$ cat config.mk
export PLATFORM = sky130hd
export DESIGN_NAME = prbs_status_and_taps
export DESIGN_NICKNAME = d
export VERILOG_FILES = /design/src/core/prbs_pkg.sv /design/src/core/prbs_fifo.sv /design/src/core/prbs_lfsr.sv /design/src/core/prbs_status_and_taps.sv
export SDC_FILE = /design/constraint.sdc
export NUM_CORES = 1
export LEC_CHECK = 0
export BUFFER_PORTS_ARGS = -buffer_cell sky130_fd_sc_hd__buf_2
export CORE_MARGIN = 4
export CORE_UTILIZATION = 25
export DETAILED_ROUTE_END_ITERATION = 8
export PLACE_DENSITY = 0.42
export SKIP_LAST_GASP = 1
export SYNTH_ARGS = -nofsm -noshare
export SYNTH_HDL_FRONTEND = slang
export SYNTH_SLANG_ARGS = --single-unit
$ cat constraint.sdc
create_clock -name clk -period 4.28 [get_ports clk]
set_input_delay 0.214 -clock clk [delete_from_list [all_inputs] [get_ports clk]]
set_output_delay 0.214 -clock clk [all_outputs]
set_load 0.01 [all_outputs]
$ cat src/core/prbs_pkg.sv
// Shared constants for the pseudorandom status and tap/seed block.
// Assumes one 50 MHz clock and an 8-bit parallel control port.
package prbs_pkg;
    localparam logic [3:0] ctrl1_addr = 4'h0;
    localparam logic [3:0] ctrl2_addr = 4'h1;
    localparam logic [3:0] ctrl4_addr = 4'h3;
    localparam logic [3:0] status_addr = 4'h4;
    localparam logic [3:0] tap_seed_byte0_addr = 4'h5;
    localparam logic [3:0] tap_seed_byte3_addr = 4'h8;
    localparam int seed_load_pos = 0;
    localparam int quasi_random_pos = 3;
    localparam int rx_invert_pos = 4;
    localparam int tx_invert_pos = 5;
    localparam int mode_lo_pos = 6;
    localparam int seed_sel_pos = 1;
    localparam int sync_pos = 0;
    localparam int lock_lost_pos = 1;
    localparam int bit_wrap_pos = 2;
    localparam int err_wrap_pos = 3;
    localparam int err_seen_pos = 4;
    localparam int all_zeros_pos = 5;
    localparam int all_ones_pos = 6;
    localparam logic [5:0] run_limit = 6'd40;
    localparam logic [5:0] min_order_nibble = 6'd4;
    localparam logic [5:0] min_order_byte = 6'd8;
    localparam logic [7:0] reg_reset = 8'h00;
    localparam logic [31:0] word_reset = 32'h0000_0000;
    localparam int fifo_width = 8;
    localparam int fifo_depth = 8;
    typedef enum logic [1:0] {mode_bit, mode_nibble, mode_byte, mode_bad} lane_mode_t;
endpackage

$ cat src/core/prbs_fifo.sv
// Small synchronous FIFO with valid/ready on both sides.
// Assumes both sides share clk.
`timescale 1ns/1ps
module prbs_fifo #(
    parameter int width = 8,
    parameter int depth = 8
) (
    input wire logic clk,
    input wire logic rst_b,
    input wire logic [width-1:0] in_data,
    input wire logic in_valid,
    output logic in_ready,
    output logic [width-1:0] out_data,
    output logic out_valid,
    input wire logic out_ready
);
    localparam int aw = $clog2(depth);
    logic [width-1:0] mem [depth];
    logic [aw-1:0] wr_r;
    logic [aw-1:0] rd_r;
    logic [aw:0] cnt_r;
    wire push = in_valid && in_ready;
    wire pop = out_valid && out_ready;
    assign in_ready = (cnt_r != (aw+1)'(depth));
    assign out_valid = (cnt_r != '0);
    assign out_data = mem[rd_r];
    always_ff @(posedge clk) begin
        if (push) begin
            mem[wr_r] <= in_data;
        end
    end
    always_ff @(posedge clk or negedge rst_b) begin
        if (!rst_b) begin
            wr_r <= '0;
            rd_r <= '0;
            cnt_r <= '0;
        end else begin
            if (push) begin
                wr_r <= (wr_r == aw'(depth - 1)) ? '0 : aw'(wr_r + 1'b1);
            end
            if (pop) begin
                rd_r <= (rd_r == aw'(depth - 1)) ? '0 : aw'(rd_r + 1'b1);
            end
            cnt_r <= (aw+1)'(cnt_r + {{aw{1'b0}}, push} - {{aw{1'b0}}, pop});
        end
    end
endmodule

$ cat src/core/prbs_lfsr.sv
// Programmable Fibonacci shift register producing one bit a step.
// Assumes taps with bit n-1 set give a register of length n.
`timescale 1ns/1ps
module prbs_lfsr (
    input wire logic clk,
    input wire logic rst_b,
    input wire logic [31:0] taps,
    input wire logic [31:0] seed,
    input wire logic load,
    input wire logic step,
    output logic bit_out
);
    logic [31:0] sr_r;
    // Feedback is the parity of the tapped stages.
    wire fb = ^(sr_r & taps);
    assign bit_out = fb;
    always_ff @(posedge clk or negedge rst_b) begin
        if (!rst_b) begin
            sr_r <= 32'hffff_ffff;
        end else if (load) begin
            sr_r <= seed;
        end else if (step) begin
            sr_r <= {sr_r[30:0], fb};
        end
    end
endmodule

$ cat src/core/prbs_status_and_taps.sv
// Status flags and tap/seed registers of a pattern tester, with generator and checker.
// Assumes rx inputs arrive from pins asynchronous to clk; control port is synchronous.
`timescale 1ns/1ps
module prbs_status_and_taps
    import prbs_pkg::*;
(
    input wire logic clk,
    input wire logic rst_b,
    input wire logic [3:0] addr,
    input wire logic [7:0] wr_data,
    input wire logic wr_en,
    input wire logic rd_en,
    output logic [7:0] rd_data,
    input wire logic rx_bit,
    input wire logic rx_bit_en,
    output logic [7:0] tx_data,
    output logic tx_valid,
    input wire logic tx_ready
);
    ////////////////////////////////////////////////////////////////////////////
    logic [7:0] ctrl1_r;
    logic [7:0] ctrl2_r;
    logic [7:0] ctrl4_r;
    logic [31:0] taps_r;
    logic [31:0] seed_r;
    logic seed_load_d_r;
    logic [6:0] flags_r;
    logic [7:0] rd_data_r;
    logic rx_s1_r, rx_s2_r, en_s1_r, en_s2_r;

    function automatic logic [5:0] poly_order(input logic [31:0] t);
        logic [5:0] o;
        o = 6'd0;
        for (int i = 0; i < 32; i++) begin
            if (t[i]) begin
                o = 6'(i + 1);
            end
        end
        return o;
    endfunction

    wire seed_sel = ctrl4_r[seed_sel_pos];
    wire tx_invert_sel = ctrl2_r[tx_invert_pos];
    wire rx_invert_sel = ctrl2_r[rx_invert_pos];
    wire quasi_random_select = ctrl1_r[quasi_random_pos];
    wire seed_load_bit = ctrl1_r[seed_load_pos];
    wire lane_mode_t lane_mode = lane_mode_t'(ctrl2_r[mode_lo_pos +: 2]);
    wire in_window = (addr >= tap_seed_byte0_addr) && (addr <= tap_seed_byte3_addr);
    wire [1:0] byte_idx = 2'(addr - tap_seed_byte0_addr);
    wire status_read = rd_en && (addr == status_addr);
    wire seed_load_rise = seed_load_bit && !seed_load_d_r;
    wire [5:0] order = poly_order(taps_r);

    ////////////////////////////////////////////////////////////////////////////
    // Control and tap/seed registers.
    always_ff @(posedge clk or negedge rst_b) begin
        if (!rst_b) begin
            ctrl1_r <= reg_reset;
            ctrl2_r <= reg_reset;
            ctrl4_r <= reg_reset;
            taps_r <= word_reset;
            seed_r <= word_reset;
            seed_load_d_r <= 1'b0;
        end else begin
            seed_load_d_r <= seed_load_bit;
            if (wr_en && addr == ctrl1_addr) begin
                ctrl1_r <= wr_data;
            end
            if (wr_en && addr == ctrl2_addr) begin
                ctrl2_r <= wr_data;
            end
            if (wr_en && addr == ctrl4_addr) begin
                ctrl4_r <= wr_data;
            end
            if (wr_en && in_window && !seed_sel) begin
                taps_r[byte_idx*8 +: 8] <= wr_data;
            end
            if (wr_en && in_window && seed_sel) begin
                seed_r[byte_idx*8 +: 8] <= wr_data;
            end
        end
    end

    ////////////////////////////////////////////////////////////////////////////
    // Transmit generator feeding the FIFO one word per beat.
    logic [7:0] gen_word_r;
    logic [3:0] gen_cnt_r;
    logic gen_valid_r;
    wire gen_ready;
    wire gen_bit;
    wire gen_step = !gen_valid_r || gen_ready;
    wire [3:0] gen_need = (lane_mode == mode_byte) ? 4'd8 :
                          (lane_mode == mode_nibble) ? 4'd4 : 4'd1;
    wire too_short = (lane_mode == mode_nibble && order < min_order_nibble) ||
                     (lane_mode == mode_byte && order < min_order_byte);
    wire gen_out = (too_short ? 1'b1 : gen_bit) ^ tx_invert_sel;

    prbs_lfsr u_tx_lfsr (
        .clk(clk),
        .rst_b(rst_b),
        .taps(taps_r),
        .seed(seed_r),
        .load(seed_load_rise),
        .step(gen_step && !seed_load_rise),
        .bit_out(gen_bit)
    );

    always_ff @(posedge clk or negedge rst_b) begin
        if (!rst_b) begin
            gen_word_r <= reg_reset;
            gen_cnt_r <= 4'd0;
            gen_valid_r <= 1'b0;
        end else if (gen_step) begin
            gen_word_r <= {gen_word_r[6:0], gen_out};
            gen_cnt_r <= (gen_cnt_r + 4'd1 >= gen_need) ? 4'd0 : 4'(gen_cnt_r + 4'd1);
            gen_valid_r <= (gen_cnt_r + 4'd1 >= gen_need);
        end
    end

    prbs_fifo #(.width(fifo_width), .depth(fifo_depth)) u_tx_fifo (
        .clk(clk),
        .rst_b(rst_b),
        .in_data(gen_word_r),
        .in_valid(gen_valid_r),
        .in_ready(gen_ready),
        .out_data(tx_data),
        .out_valid(tx_valid),
        .out_ready(tx_ready)
    );

    ////////////////////////////////////////////////////////////////////////////
    // Receive checker: self-synchronising compare against a local register.
    always_ff @(posedge clk or negedge rst_b) begin
        if (!rst_b) begin
            rx_s1_r <= 1'b0;
            rx_s2_r <= 1'b0;
            en_s1_r <= 1'b0;
            en_s2_r <= 1'b0;
        end else begin
            rx_s1_r <= rx_bit;
            rx_s2_r <= rx_s1_r;
            en_s1_r <= rx_bit_en;
            en_s2_r <= en_s1_r;
        end
    end

    logic [31:0] rx_sr_r;
    logic [5:0] good_cnt_r, bad_cnt_r, ones_r, zeros_r;
    logic in_sync_r;
    logic [47:0] bit_cnt_r, err_cnt_r;
    wire rx_in = rx_s2_r ^ rx_invert_sel;
    wire rx_pred = ^(rx_sr_r & taps_r);
    wire rx_err = en_s2_r && (rx_pred != rx_in);
    wire count_err = rx_err && in_sync_r;
    wire bit_wrap = en_s2_r && (&bit_cnt_r);
    wire err_wrap = count_err && (&err_cnt_r);
    wire ones_cond = (ones_r == run_limit);
    wire zeros_cond = (zeros_r == run_limit);

    always_ff @(posedge clk or negedge rst_b) begin
        if (!rst_b) begin
            rx_sr_r <= word_reset;
            good_cnt_r <= 6'd0;
            bad_cnt_r <= 6'd0;
            ones_r <= 6'd0;
            zeros_r <= 6'd0;
            in_sync_r <= 1'b0;
            bit_cnt_r <= '0;
            err_cnt_r <= '0;
        end else if (en_s2_r) begin
            rx_sr_r <= {rx_sr_r[30:0], rx_in};
            ones_r <= !rx_in ? 6'd0 : (ones_cond ? ones_r : 6'(ones_r + 6'd1));
            zeros_r <= rx_in ? 6'd0 : (zeros_cond ? zeros_r : 6'(zeros_r + 6'd1));
            bit_cnt_r <= 48'(bit_cnt_r + 48'd1);
            if (count_err) begin
                err_cnt_r <= 48'(err_cnt_r + 48'd1);
            end
            if (!in_sync_r) begin
                good_cnt_r <= rx_err ? 6'd0 : 6'(good_cnt_r + 6'd1);
                in_sync_r <= !rx_err && (good_cnt_r + 6'd1 >= 6'(order) + 6'd1);
                bad_cnt_r <= 6'd0;
            end else begin
                bad_cnt_r <= rx_err ? 6'(bad_cnt_r + 6'd1) : 6'd0;
                in_sync_r <= !(rx_err && bad_cnt_r + 6'd1 >= 6'(order));
                good_cnt_r <= 6'd0;
            end
        end
    end

    ////////////////////////////////////////////////////////////////////////////
    // Latched event flags; a new event in the read cycle wins over the clear.
    wire pr_mode = !quasi_random_select;
    wire [6:0] set_vec;
    wire [6:0] hold_vec;
    assign set_vec[sync_pos] = 1'b0;
    assign set_vec[lock_lost_pos] = !in_sync_r;
    assign set_vec[bit_wrap_pos] = bit_wrap;
    assign set_vec[err_wrap_pos] = err_wrap;
    assign set_vec[err_seen_pos] = count_err || (err_cnt_r != '0);
    assign set_vec[all_zeros_pos] = pr_mode && zeros_cond;
    assign set_vec[all_ones_pos] = pr_mode && ones_cond;
    assign hold_vec = status_read ? 7'h00 : flags_r;

    always_ff @(posedge clk or negedge rst_b) begin
        if (!rst_b) begin
            flags_r <= 7'h00;
        end else begin
            flags_r <= (set_vec | hold_vec) & 7'h7e;
        end
    end

    // Lock-lost also reads high while hunting, so a read in the cycle sync drops is not missed.
    wire [7:0] status_view = {1'b0, flags_r[6:2], flags_r[1] | !in_sync_r, in_sync_r};
    wire [31:0] win_word = seed_sel ? seed_r : taps_r;
    wire [7:0] rd_mux = (addr == status_addr) ? status_view :
                        in_window ? win_word[byte_idx*8 +: 8] :
                        (addr == ctrl1_addr) ? ctrl1_r :
                        (addr == ctrl2_addr) ? ctrl2_r :
                        (addr == ctrl4_addr) ? ctrl4_r : 8'h00;

    always_ff @(posedge clk or negedge rst_b) begin
        if (!rst_b) begin
            rd_data_r <= 8'h00;
        end else if (rd_en) begin
            rd_data_r <= rd_mux;
        end
    end
    assign rd_data = rd_data_r;
endmodule

==> metrics.yaml, run 1 <==
fin_ws_ns: 0.790
slew_viol_final: 0
yosysWarnings: 0
place_ws_ns: 0.788
timing.rr.start: "taps_r[6]$_DFFE_PN0P_"
setup_viol: 0
avgSynthCellArea_um2: 11.2
mostFrequentLayoutCells: "292 x nand2_1, 282 x dfrtp_1, 126 x o21ai_0"
cts.sinks: 379
critPathMaxFanout: 7
whs_ns: 0.0434
min_to: "seed_r[29]$_DFFE_PN0P_"
yosysTopAreaCellShare: 0.389
status: "finished clean"
cts-root-buf: "clkbuf_16"
routabilityCongestion: 0.843
viasPerCell: 4.55
synth_area_mm2: 0.0182
critPathKind: "register to register"
routed_wl_mm: 48.1
slew_headroom: 0.247
clock_skew_ns: 0.0348
required_ns: 4.75
numCtsBuffers: 45
portBuffers: 35
synth_area_leader_cell: "dfrtp_1"
setup.worst_path.start_class: "register"
syn_to_final_growth_pct: 15.8
rows: 98
power.leakage_nw: 8.58
die_h_um: 278
postSynth.asyncResetShare: 0.831
overflow: 0
postCtsSetupBuffers: 0
finalSetupTns_ns: 0
drc_errors: 0
final_common_cell: "nand2_1"
fmax_mhz: 287
wl_per_cell_um: 18.0
ff2ff_path_depth: 19
num-nets-final: 1745
cts_tree: "yes"
grt_pass1_vias: 12419
total_power_mw: 11.7
htreeDepth: 2
netlist_instances: 1629
start_util: 0.254
vias: 12123
ir_drop_mv: 0.361
timing.rr.end: "in_sync_r$_DFFE_PN0P_"
synth_ff_type: "dfrtp_1"
clk-insertion-delay-late_ns: 0.59
rsz0062_at_grt: "no"
dpl_cell_area_mm2: 0.0196
grt_pass1_wl_mm: 75.6
cp.arrival_ns: 3.96
hold_path_startpoint: "wr_data[5]"
antenna_found_initial: 1
ios: 36
ctsHoldBuffers: 4
synth_nets: 1694
drive_gt1_frac: 0.167
grt_max_degree: 112
firstDrtPassIters: 5
hold_path_class: "primary input to register"
ys_seq_area_frac: 0.540
synth_edf_count: 64
worst_pin_slew_ns: 1.13
post_cts_resized: 0
drt_iter0_drc: 924
dieArea_mm2: 0.0773
filler_cell_count: 7525
fin_crit_sh: 0.815
crit_path_end_kind: "register"
powerDensity_mw_per_mm2: 553
grtUsageTotal: 0.124
clock_path_buffers: 3
period_needed_ns: 3.49
synth_area_leaders: "dfrtp_1 39%, edfxtp_1 11%, nand2_1 6.0%, xnor2_1 5.3%, mux2_2 5.3%"
synth_cell_types: 58
finish.instance_area_mm2: 0.0211
hold_viol_final: 0
antenna_left: 0
reg2reg_setup_slack_ns: 0.79
hold_depth: 3
drv_cap: 0
chipWidth_um: 278
hpwl_mm: 34.1
core-area_mm2: 0.0719
synth-seq-cells: 379
path_clk_slew_ns: 0.06
-- power breakdown --
group	switching, mW	leakage, nW	internal [mW]
clock network	1.54	0.714	2.27
registers	0.730	4.66	4.43
logic	1.41	3.20	1.30
-- layer usage --
metal	wire [um]	vias up	GRT usage	part of all wire
met3	2040	71	0.0237	0.042
met2	21600	207	0.194	0.45
li1	-	5795	-	-
met5	0	-	0	0
met4	1050	0	0.0338	0.022
met1	23300	6050	0.177	0.49
-- final cells by class --
class / instances / area, um2 / area share
antenna: 1 / 2.50 / 0.000119
clock buffer: 75 / 1350 / 0.0639
sequential: 379 / 9850 / 0.467
inverter: 54 / 203 / 0.00961
tap: 950 / 1190 / 0.0563
multi-input combinational: 1142 / 8000 / 0.379
timing repair buffer: 58 / 393 / 0.0186
clock inverter: 7 / 121 / 0.00575
-- logic make-up (layout without fill, tap and decap cells) --
| logic type | Yosys count | in the layout | share of synthesized area |
|---|---|---|---|
| multiplexers | 151 | 151 | 0.111 |
| AO/OA/AOI/OAI | 200 | 200 | 0.0641 |
| AND/OR/NAND/NOR | 566 | 566 | 0.143 |
| buffers and inverters | 108 | 194 | 0.0228 |
| XOR/XNOR | 179 | 179 | 0.0872 |
| flip-flops | 379 | 379 | 0.540 |
| adder cells (fa/ha/maj) | 46 | 46 | 0.0320 |
| other | 0 | 1 | 0 |
-- how the worst max path moves through the flow --
stage | from | slack (ns) | end
CTS | taps_r[6]$_DFFE_PN0P_ | 0.79 | in_sync_r$_DFFE_PN0P_
floorplan | taps_r[5]$_DFFE_PN0P_ | 1.21 | in_sync_r$_DFFE_PN0P_
detailed placement | taps_r[5]$_DFFE_PN0P_ | 0.79 | in_sync_r$_DFFE_PN0P_
global route | taps_r[5]$_DFFE_PN0P_ | 0.44 | in_sync_r$_DFFE_PN0P_
finish | taps_r[6]$_DFFE_PN0P_ | 0.79 | in_sync_r$_DFFE_PN0P_
global placement | taps_r[5]$_DFFE_PN0P_ | 0.80 | in_sync_r$_DFFE_PN0P_
-- cell usage after synthesis (3+ instances only) --
master    count
a21o_1        7
a21oi_1      24
a221oi_1      8
a22o_1        5
a22oi_1       8
a32o_1        8
and2_1        7
and3_1       20
and4_1        7
buf_1        11
clkbuf_1     40
dfrtp_1     283
dfstp_2      32
edfxtp_1     64
ha_1         45
inv_1        54
mux2_2       85
mux2i_1      34
mux4_2       32
nand2_1     292
nand2_2       3
nand2b_1      6
nand3_1      49
nand4_1      28
nor2_1       77
nor2b_1       5
nor3_1       36
nor3b_1       4
nor4_1       17
nor4_2        3
o21ai_0     126
xnor2_1     111
xor2_1       66
-- sequential cells by signal (all words and copies together) (netlist names), 32 cells and up --
name	flops
taps_r	32
rx_sr_r	32
err_cnt_r	48
u_tx_fifo.mem	64
seed_r	32
u_tx_lfsr.sr_r	32
bit_cnt_r	48
-- worst max-delay path, cell delays in order (launching register included) --
cell and delay, ns:
dfrtp_1 0.46, nor2_1 0.15, o31ai_1 0.10, a211oi_1 0.26, nor3_1 0.07, o31ai_1 0.21
nand3_1 0.12, a41oi_1 0.39, inv_1 0.09, ha_1 0.29, inv_1 0.04, ha_1 0.27
a21o_1 0.16, a21o_1 0.17, a21oi_1 0.14, nor2b_1 0.06, o21ai_0 0.14, nand2b_1 0.07
a21oi_1 0.14, a21oi_1 0.05
-- metrics by stage --
| step | utilization | std cells |
|---|---|---|
| 2_1_floorplan | - | 1629 |
| 3_3_place_gp | 0.273 | 2579 |
| 3_5_place_dp | 0.273 | 2579 |
| 4_1_cts | 0.294 | 2665 |
| 5_1_grt | 0.294 | 2665 |
| 6_report | 0.294 | 2666 |
No activity file was read; power rests on OpenSTA's default activity.
==> run 2: changes to the inputs <==
--- a/config.mk
+++ b/config.mk
@@ -5,11 +5,12 @@
 export SDC_FILE = /design/constraint.sdc
 export NUM_CORES = 1
 export LEC_CHECK = 0
+export ABC_AREA = 1
 export BUFFER_PORTS_ARGS = -buffer_cell sky130_fd_sc_hd__buf_2
 export CORE_MARGIN = 4
 export CORE_UTILIZATION = 25
 export DETAILED_ROUTE_END_ITERATION = 8
-export PLACE_DENSITY = 0.42
+export PLACE_DENSITY = 0.43
 export SKIP_LAST_GASP = 1
 export SYNTH_ARGS = -nofsm -noshare
 export SYNTH_HDL_FRONTEND = slang
==> constraint.sdc (replaced) <==
create_clock -name clk -period 2.93 [get_ports clk]
set_input_delay 0.1465 -clock clk [delete_from_list [all_inputs] [get_ports clk]]
set_output_delay 0.1465 -clock clk [all_outputs]
set_load 0.01 [all_outputs]
==> run 2 against run 1 <==
Against the previous run: the run now ends with negative setup slack left; via count rose by 28%; synthesized cell count rose by 37%; die area rose by 5.7%; maximum frequency fell by 5.1%; critical path type unchanged; largest power group unchanged.
==> metrics.yaml, run 2 <==
htreeDepth: 2
rsz0062_at_grt: "yes"
start_util: 0.253
clock_skew_ns: 0.0241
synth_area_mm2: 0.0193
clk-insertion-delay-late_ns: 0.58
postSynth.asyncResetShare: 0.831
yosysTopAreaCellShare: 0.367
netlist_instances: 2239
ir_drop_mv: 0.421
synth_area_leader_cell: "dfrtp_1"
fmax_mhz: 272
synth_nets: 2304
cp_common_cell: "nand2_1"
p_sw_frac: 0.346
hold_viol_final: 0
filler_cell_count: 8044
antenna_found_initial: 2
synth_ff_type: "dfrtp_1"
synth_edf_count: 64
cts_tree: "yes"
critPathMaxFanout: 2
largest_reg_flops: 64
synthTopCellsByCount: "525 x nand2_1, 283 x dfrtp_1, 264 x inv_1"
routabilityCongestion: 0.917
regMostFlops: "u_tx_fifo.mem"
ys_seq_area_frac: 0.510
clock_path_buffers: 3
critPathKind: "register to register"
grtUsageTotal: 0.134
slowest_stage: "dfrtp_1"
grt_max_degree: 75
diodes: 0
fin_util: 0.309
switchingPower_mw: 6.98
powerDensity_mw_per_mm2: 857
crit_path_end_kind: "register"
crit_start: "taps_r[0]$_DFFE_PN0P_"
max_stage_delay_ns: 0.37
cts-root-buf: "clkbuf_16"
drv_cap: 0
routed_wl_mm: 54.9
synth_cell_types: 57
numCtsBuffers: 46
core-area_mm2: 0.0762
overflow: 0
cp.arrival_ns: 4.12
finish.instance_area_mm2: 0.0236
required_ns: 3.37
power.leakage_nw: 10.1
fin_ws_ns: -0.746
synth-seq-cells: 379
rows: 101
period_needed_ns: 3.68
status: "finished, violations left"
drt_iter0_drc: 1117
setup_viol: 4
final_common_cell: "nand2_1"
seq_power_share: 0.382
slew_viol_final: 0
hpwl_mm: 40.8
timing.rr.start: "taps_r[0]$_DFFE_PN0P_"
clockPowerShare: 0.294
hold_path_startpoint: "wr_data[7]"
die_h_um: 286
grt_pass1_wl_mm: 87.6
grt_pass1_vias: 15603
syn_to_final_growth_pct: 22.1
hold_path_class: "primary input to register"
vias: 15496
firstDrtPassIters: 5
violations: "negative setup slack"
avgSynthCellArea_um2: 8.62
slew_headroom: 0.445
antenna_left: 0
chipWidth_um: 286
dieArea_mm2: 0.0817
portBuffers: 35
cts.sinks: 379
reg_top3: "u_tx_fifo.mem: 64 flops, bit_cnt_r: 48 flops, err_cnt_r: 48 flops"
yosysMostFrequentCell: "nand2_1"
total_power_mw: 20.2
yosysWarnings: 0
path_clk_slew_ns: 0.06
wl_per_cell_um: 15.8
mostFrequentLayoutCells: "520 x nand2_1, 276 x dfrtp_1, 262 x inv_1"
synth_area_leaders: "dfrtp_1 37%, nand2_1 10%, edfxtp_1 10%, o21ai_0 6.6%, inv_1 5.1%"
combPwrFrac: 0.323
internal_power_mw: 13.2
multi_input_area_mm2: 0.00839
setup.worst_path.start_class: "register"
viasPerCell: 4.45
place_ws_ns: -0.778
dpl_cell_area_mm2: 0.0216
num-nets-final: 2477
ff_latch_area_mm2: 0.00985
finalSetupTns_ns: -0.817
ios: 36
fin_crit_sh: 1.25
drive_gt1_frac: 0.138
worst_pin_slew_ns: 0.831
drc_errors: 0
==> run 2: changes by cell type after synthesis, moves of 20 or more <==
cell and change:
xnor2_1 -28, nor2_1 +127, clkbuf_1 +21, a21oi_1 +21, mux2i_1 -32, xor2_1 +20, nand2_1 +233, inv_1 +210
o22ai_1 +20, mux4_2 -32, and3_1 -20, o21ai_0 +130, mux2_2 -83
==> run 2: metrics by stage <==
stage | cells | hold WS, ns
final | 3480 | 0.0831
after global routing | 3480 | 0.0666
after CTS | 3468 | 0.00459
after detailed placement | 3372 | 0.162
after global placement | 3372 | 0.156
after floorplan | 2239 | -0.149
==> run 2: cell families after synthesis <==
logic type / share of synthesized area
AND/OR/NAND/NOR: 0.199
adder cells (fa/ha/maj): 0.0302
buffers and inverters: 0.0650
flip-flops: 0.510
XOR/XNOR: 0.0767
multiplexers: 0.00220
AO/OA/AOI/OAI: 0.116
==> run 2: repair_timing <==
action	CTS	global route
endpoints found under the setup margin	8	47
setup buffers	0	12
pin swaps	1	11
hold buffers	10	0
endpoints found under the hold margin	83	0
gates resized for setup	2	41
==> run 2: cell type report <==
class / instances / area share
clock inverter: 15 / 0.0104
sequential: 379 / 0.418
clock buffer: 71 / 0.0571
tap: 1030 / 0.0547
inverter: 267 / 0.0425
multi-input combinational: 1529 / 0.356
timing repair buffer: 189 / 0.0611
==> run 2: critical path: cells and delay by family, from the launching register on <==
| family | cells | cell delay [ns] |
|---|---|---|
| simple gates | 32 | 1.67 |
| compound gates | 6 | 0.82 |
| fa+ha+maj | 2 | 0.55 |
| flops | 1 | 0.37 |
| buf+inv | 2 | 0.10 |
==> run 2: power by group through the flow <==
stage / Combinational (mW) / Clock (mW) / Sequential (mW)
global route: 7.40 / 6.37 / 7.88
CTS: 6.54 / 6.15 / 7.72
finish: 6.53 / 5.94 / 7.72
global placement: 6.38 / 0 / 7.79
detailed placement: 6.49 / 0 / 7.80
floorplan: 3.79 / 0 / 7.50
==> run 2: worst paths after layout <==
kind / slack (ns) / cells after the start / endpoint
worst max-delay path: -0.75 / 42 / in_sync_r$_DFFE_PN0P_
worst min-delay path: 0.08 / 3 / ctrl4_r[7]$_DFFE_PN0P_
worst max register to register: -0.75 / 42 / in_sync_r$_DFFE_PN0P_
worst min register to register: 0.36 / 0 / en_s2_r$_DFF_PN0_
max in group asynchronous: 1.92 / 3 / u_tx_lfsr.sr_r[17]$_DFFE_PN1P_
min in group asynchronous: 0.15 / 2 / err_cnt_r[20]$_DFFE_PN0P_
==> run 2: routing by layer <==
layer  global-route usage  wire length [um]  vias up
met2                0.207             24100      296
met3               0.0186              2290       84
met1                0.195             27300     7429
met5                    0                13        -
met4               0.0357              1180        2
li1                     -                 -     7685
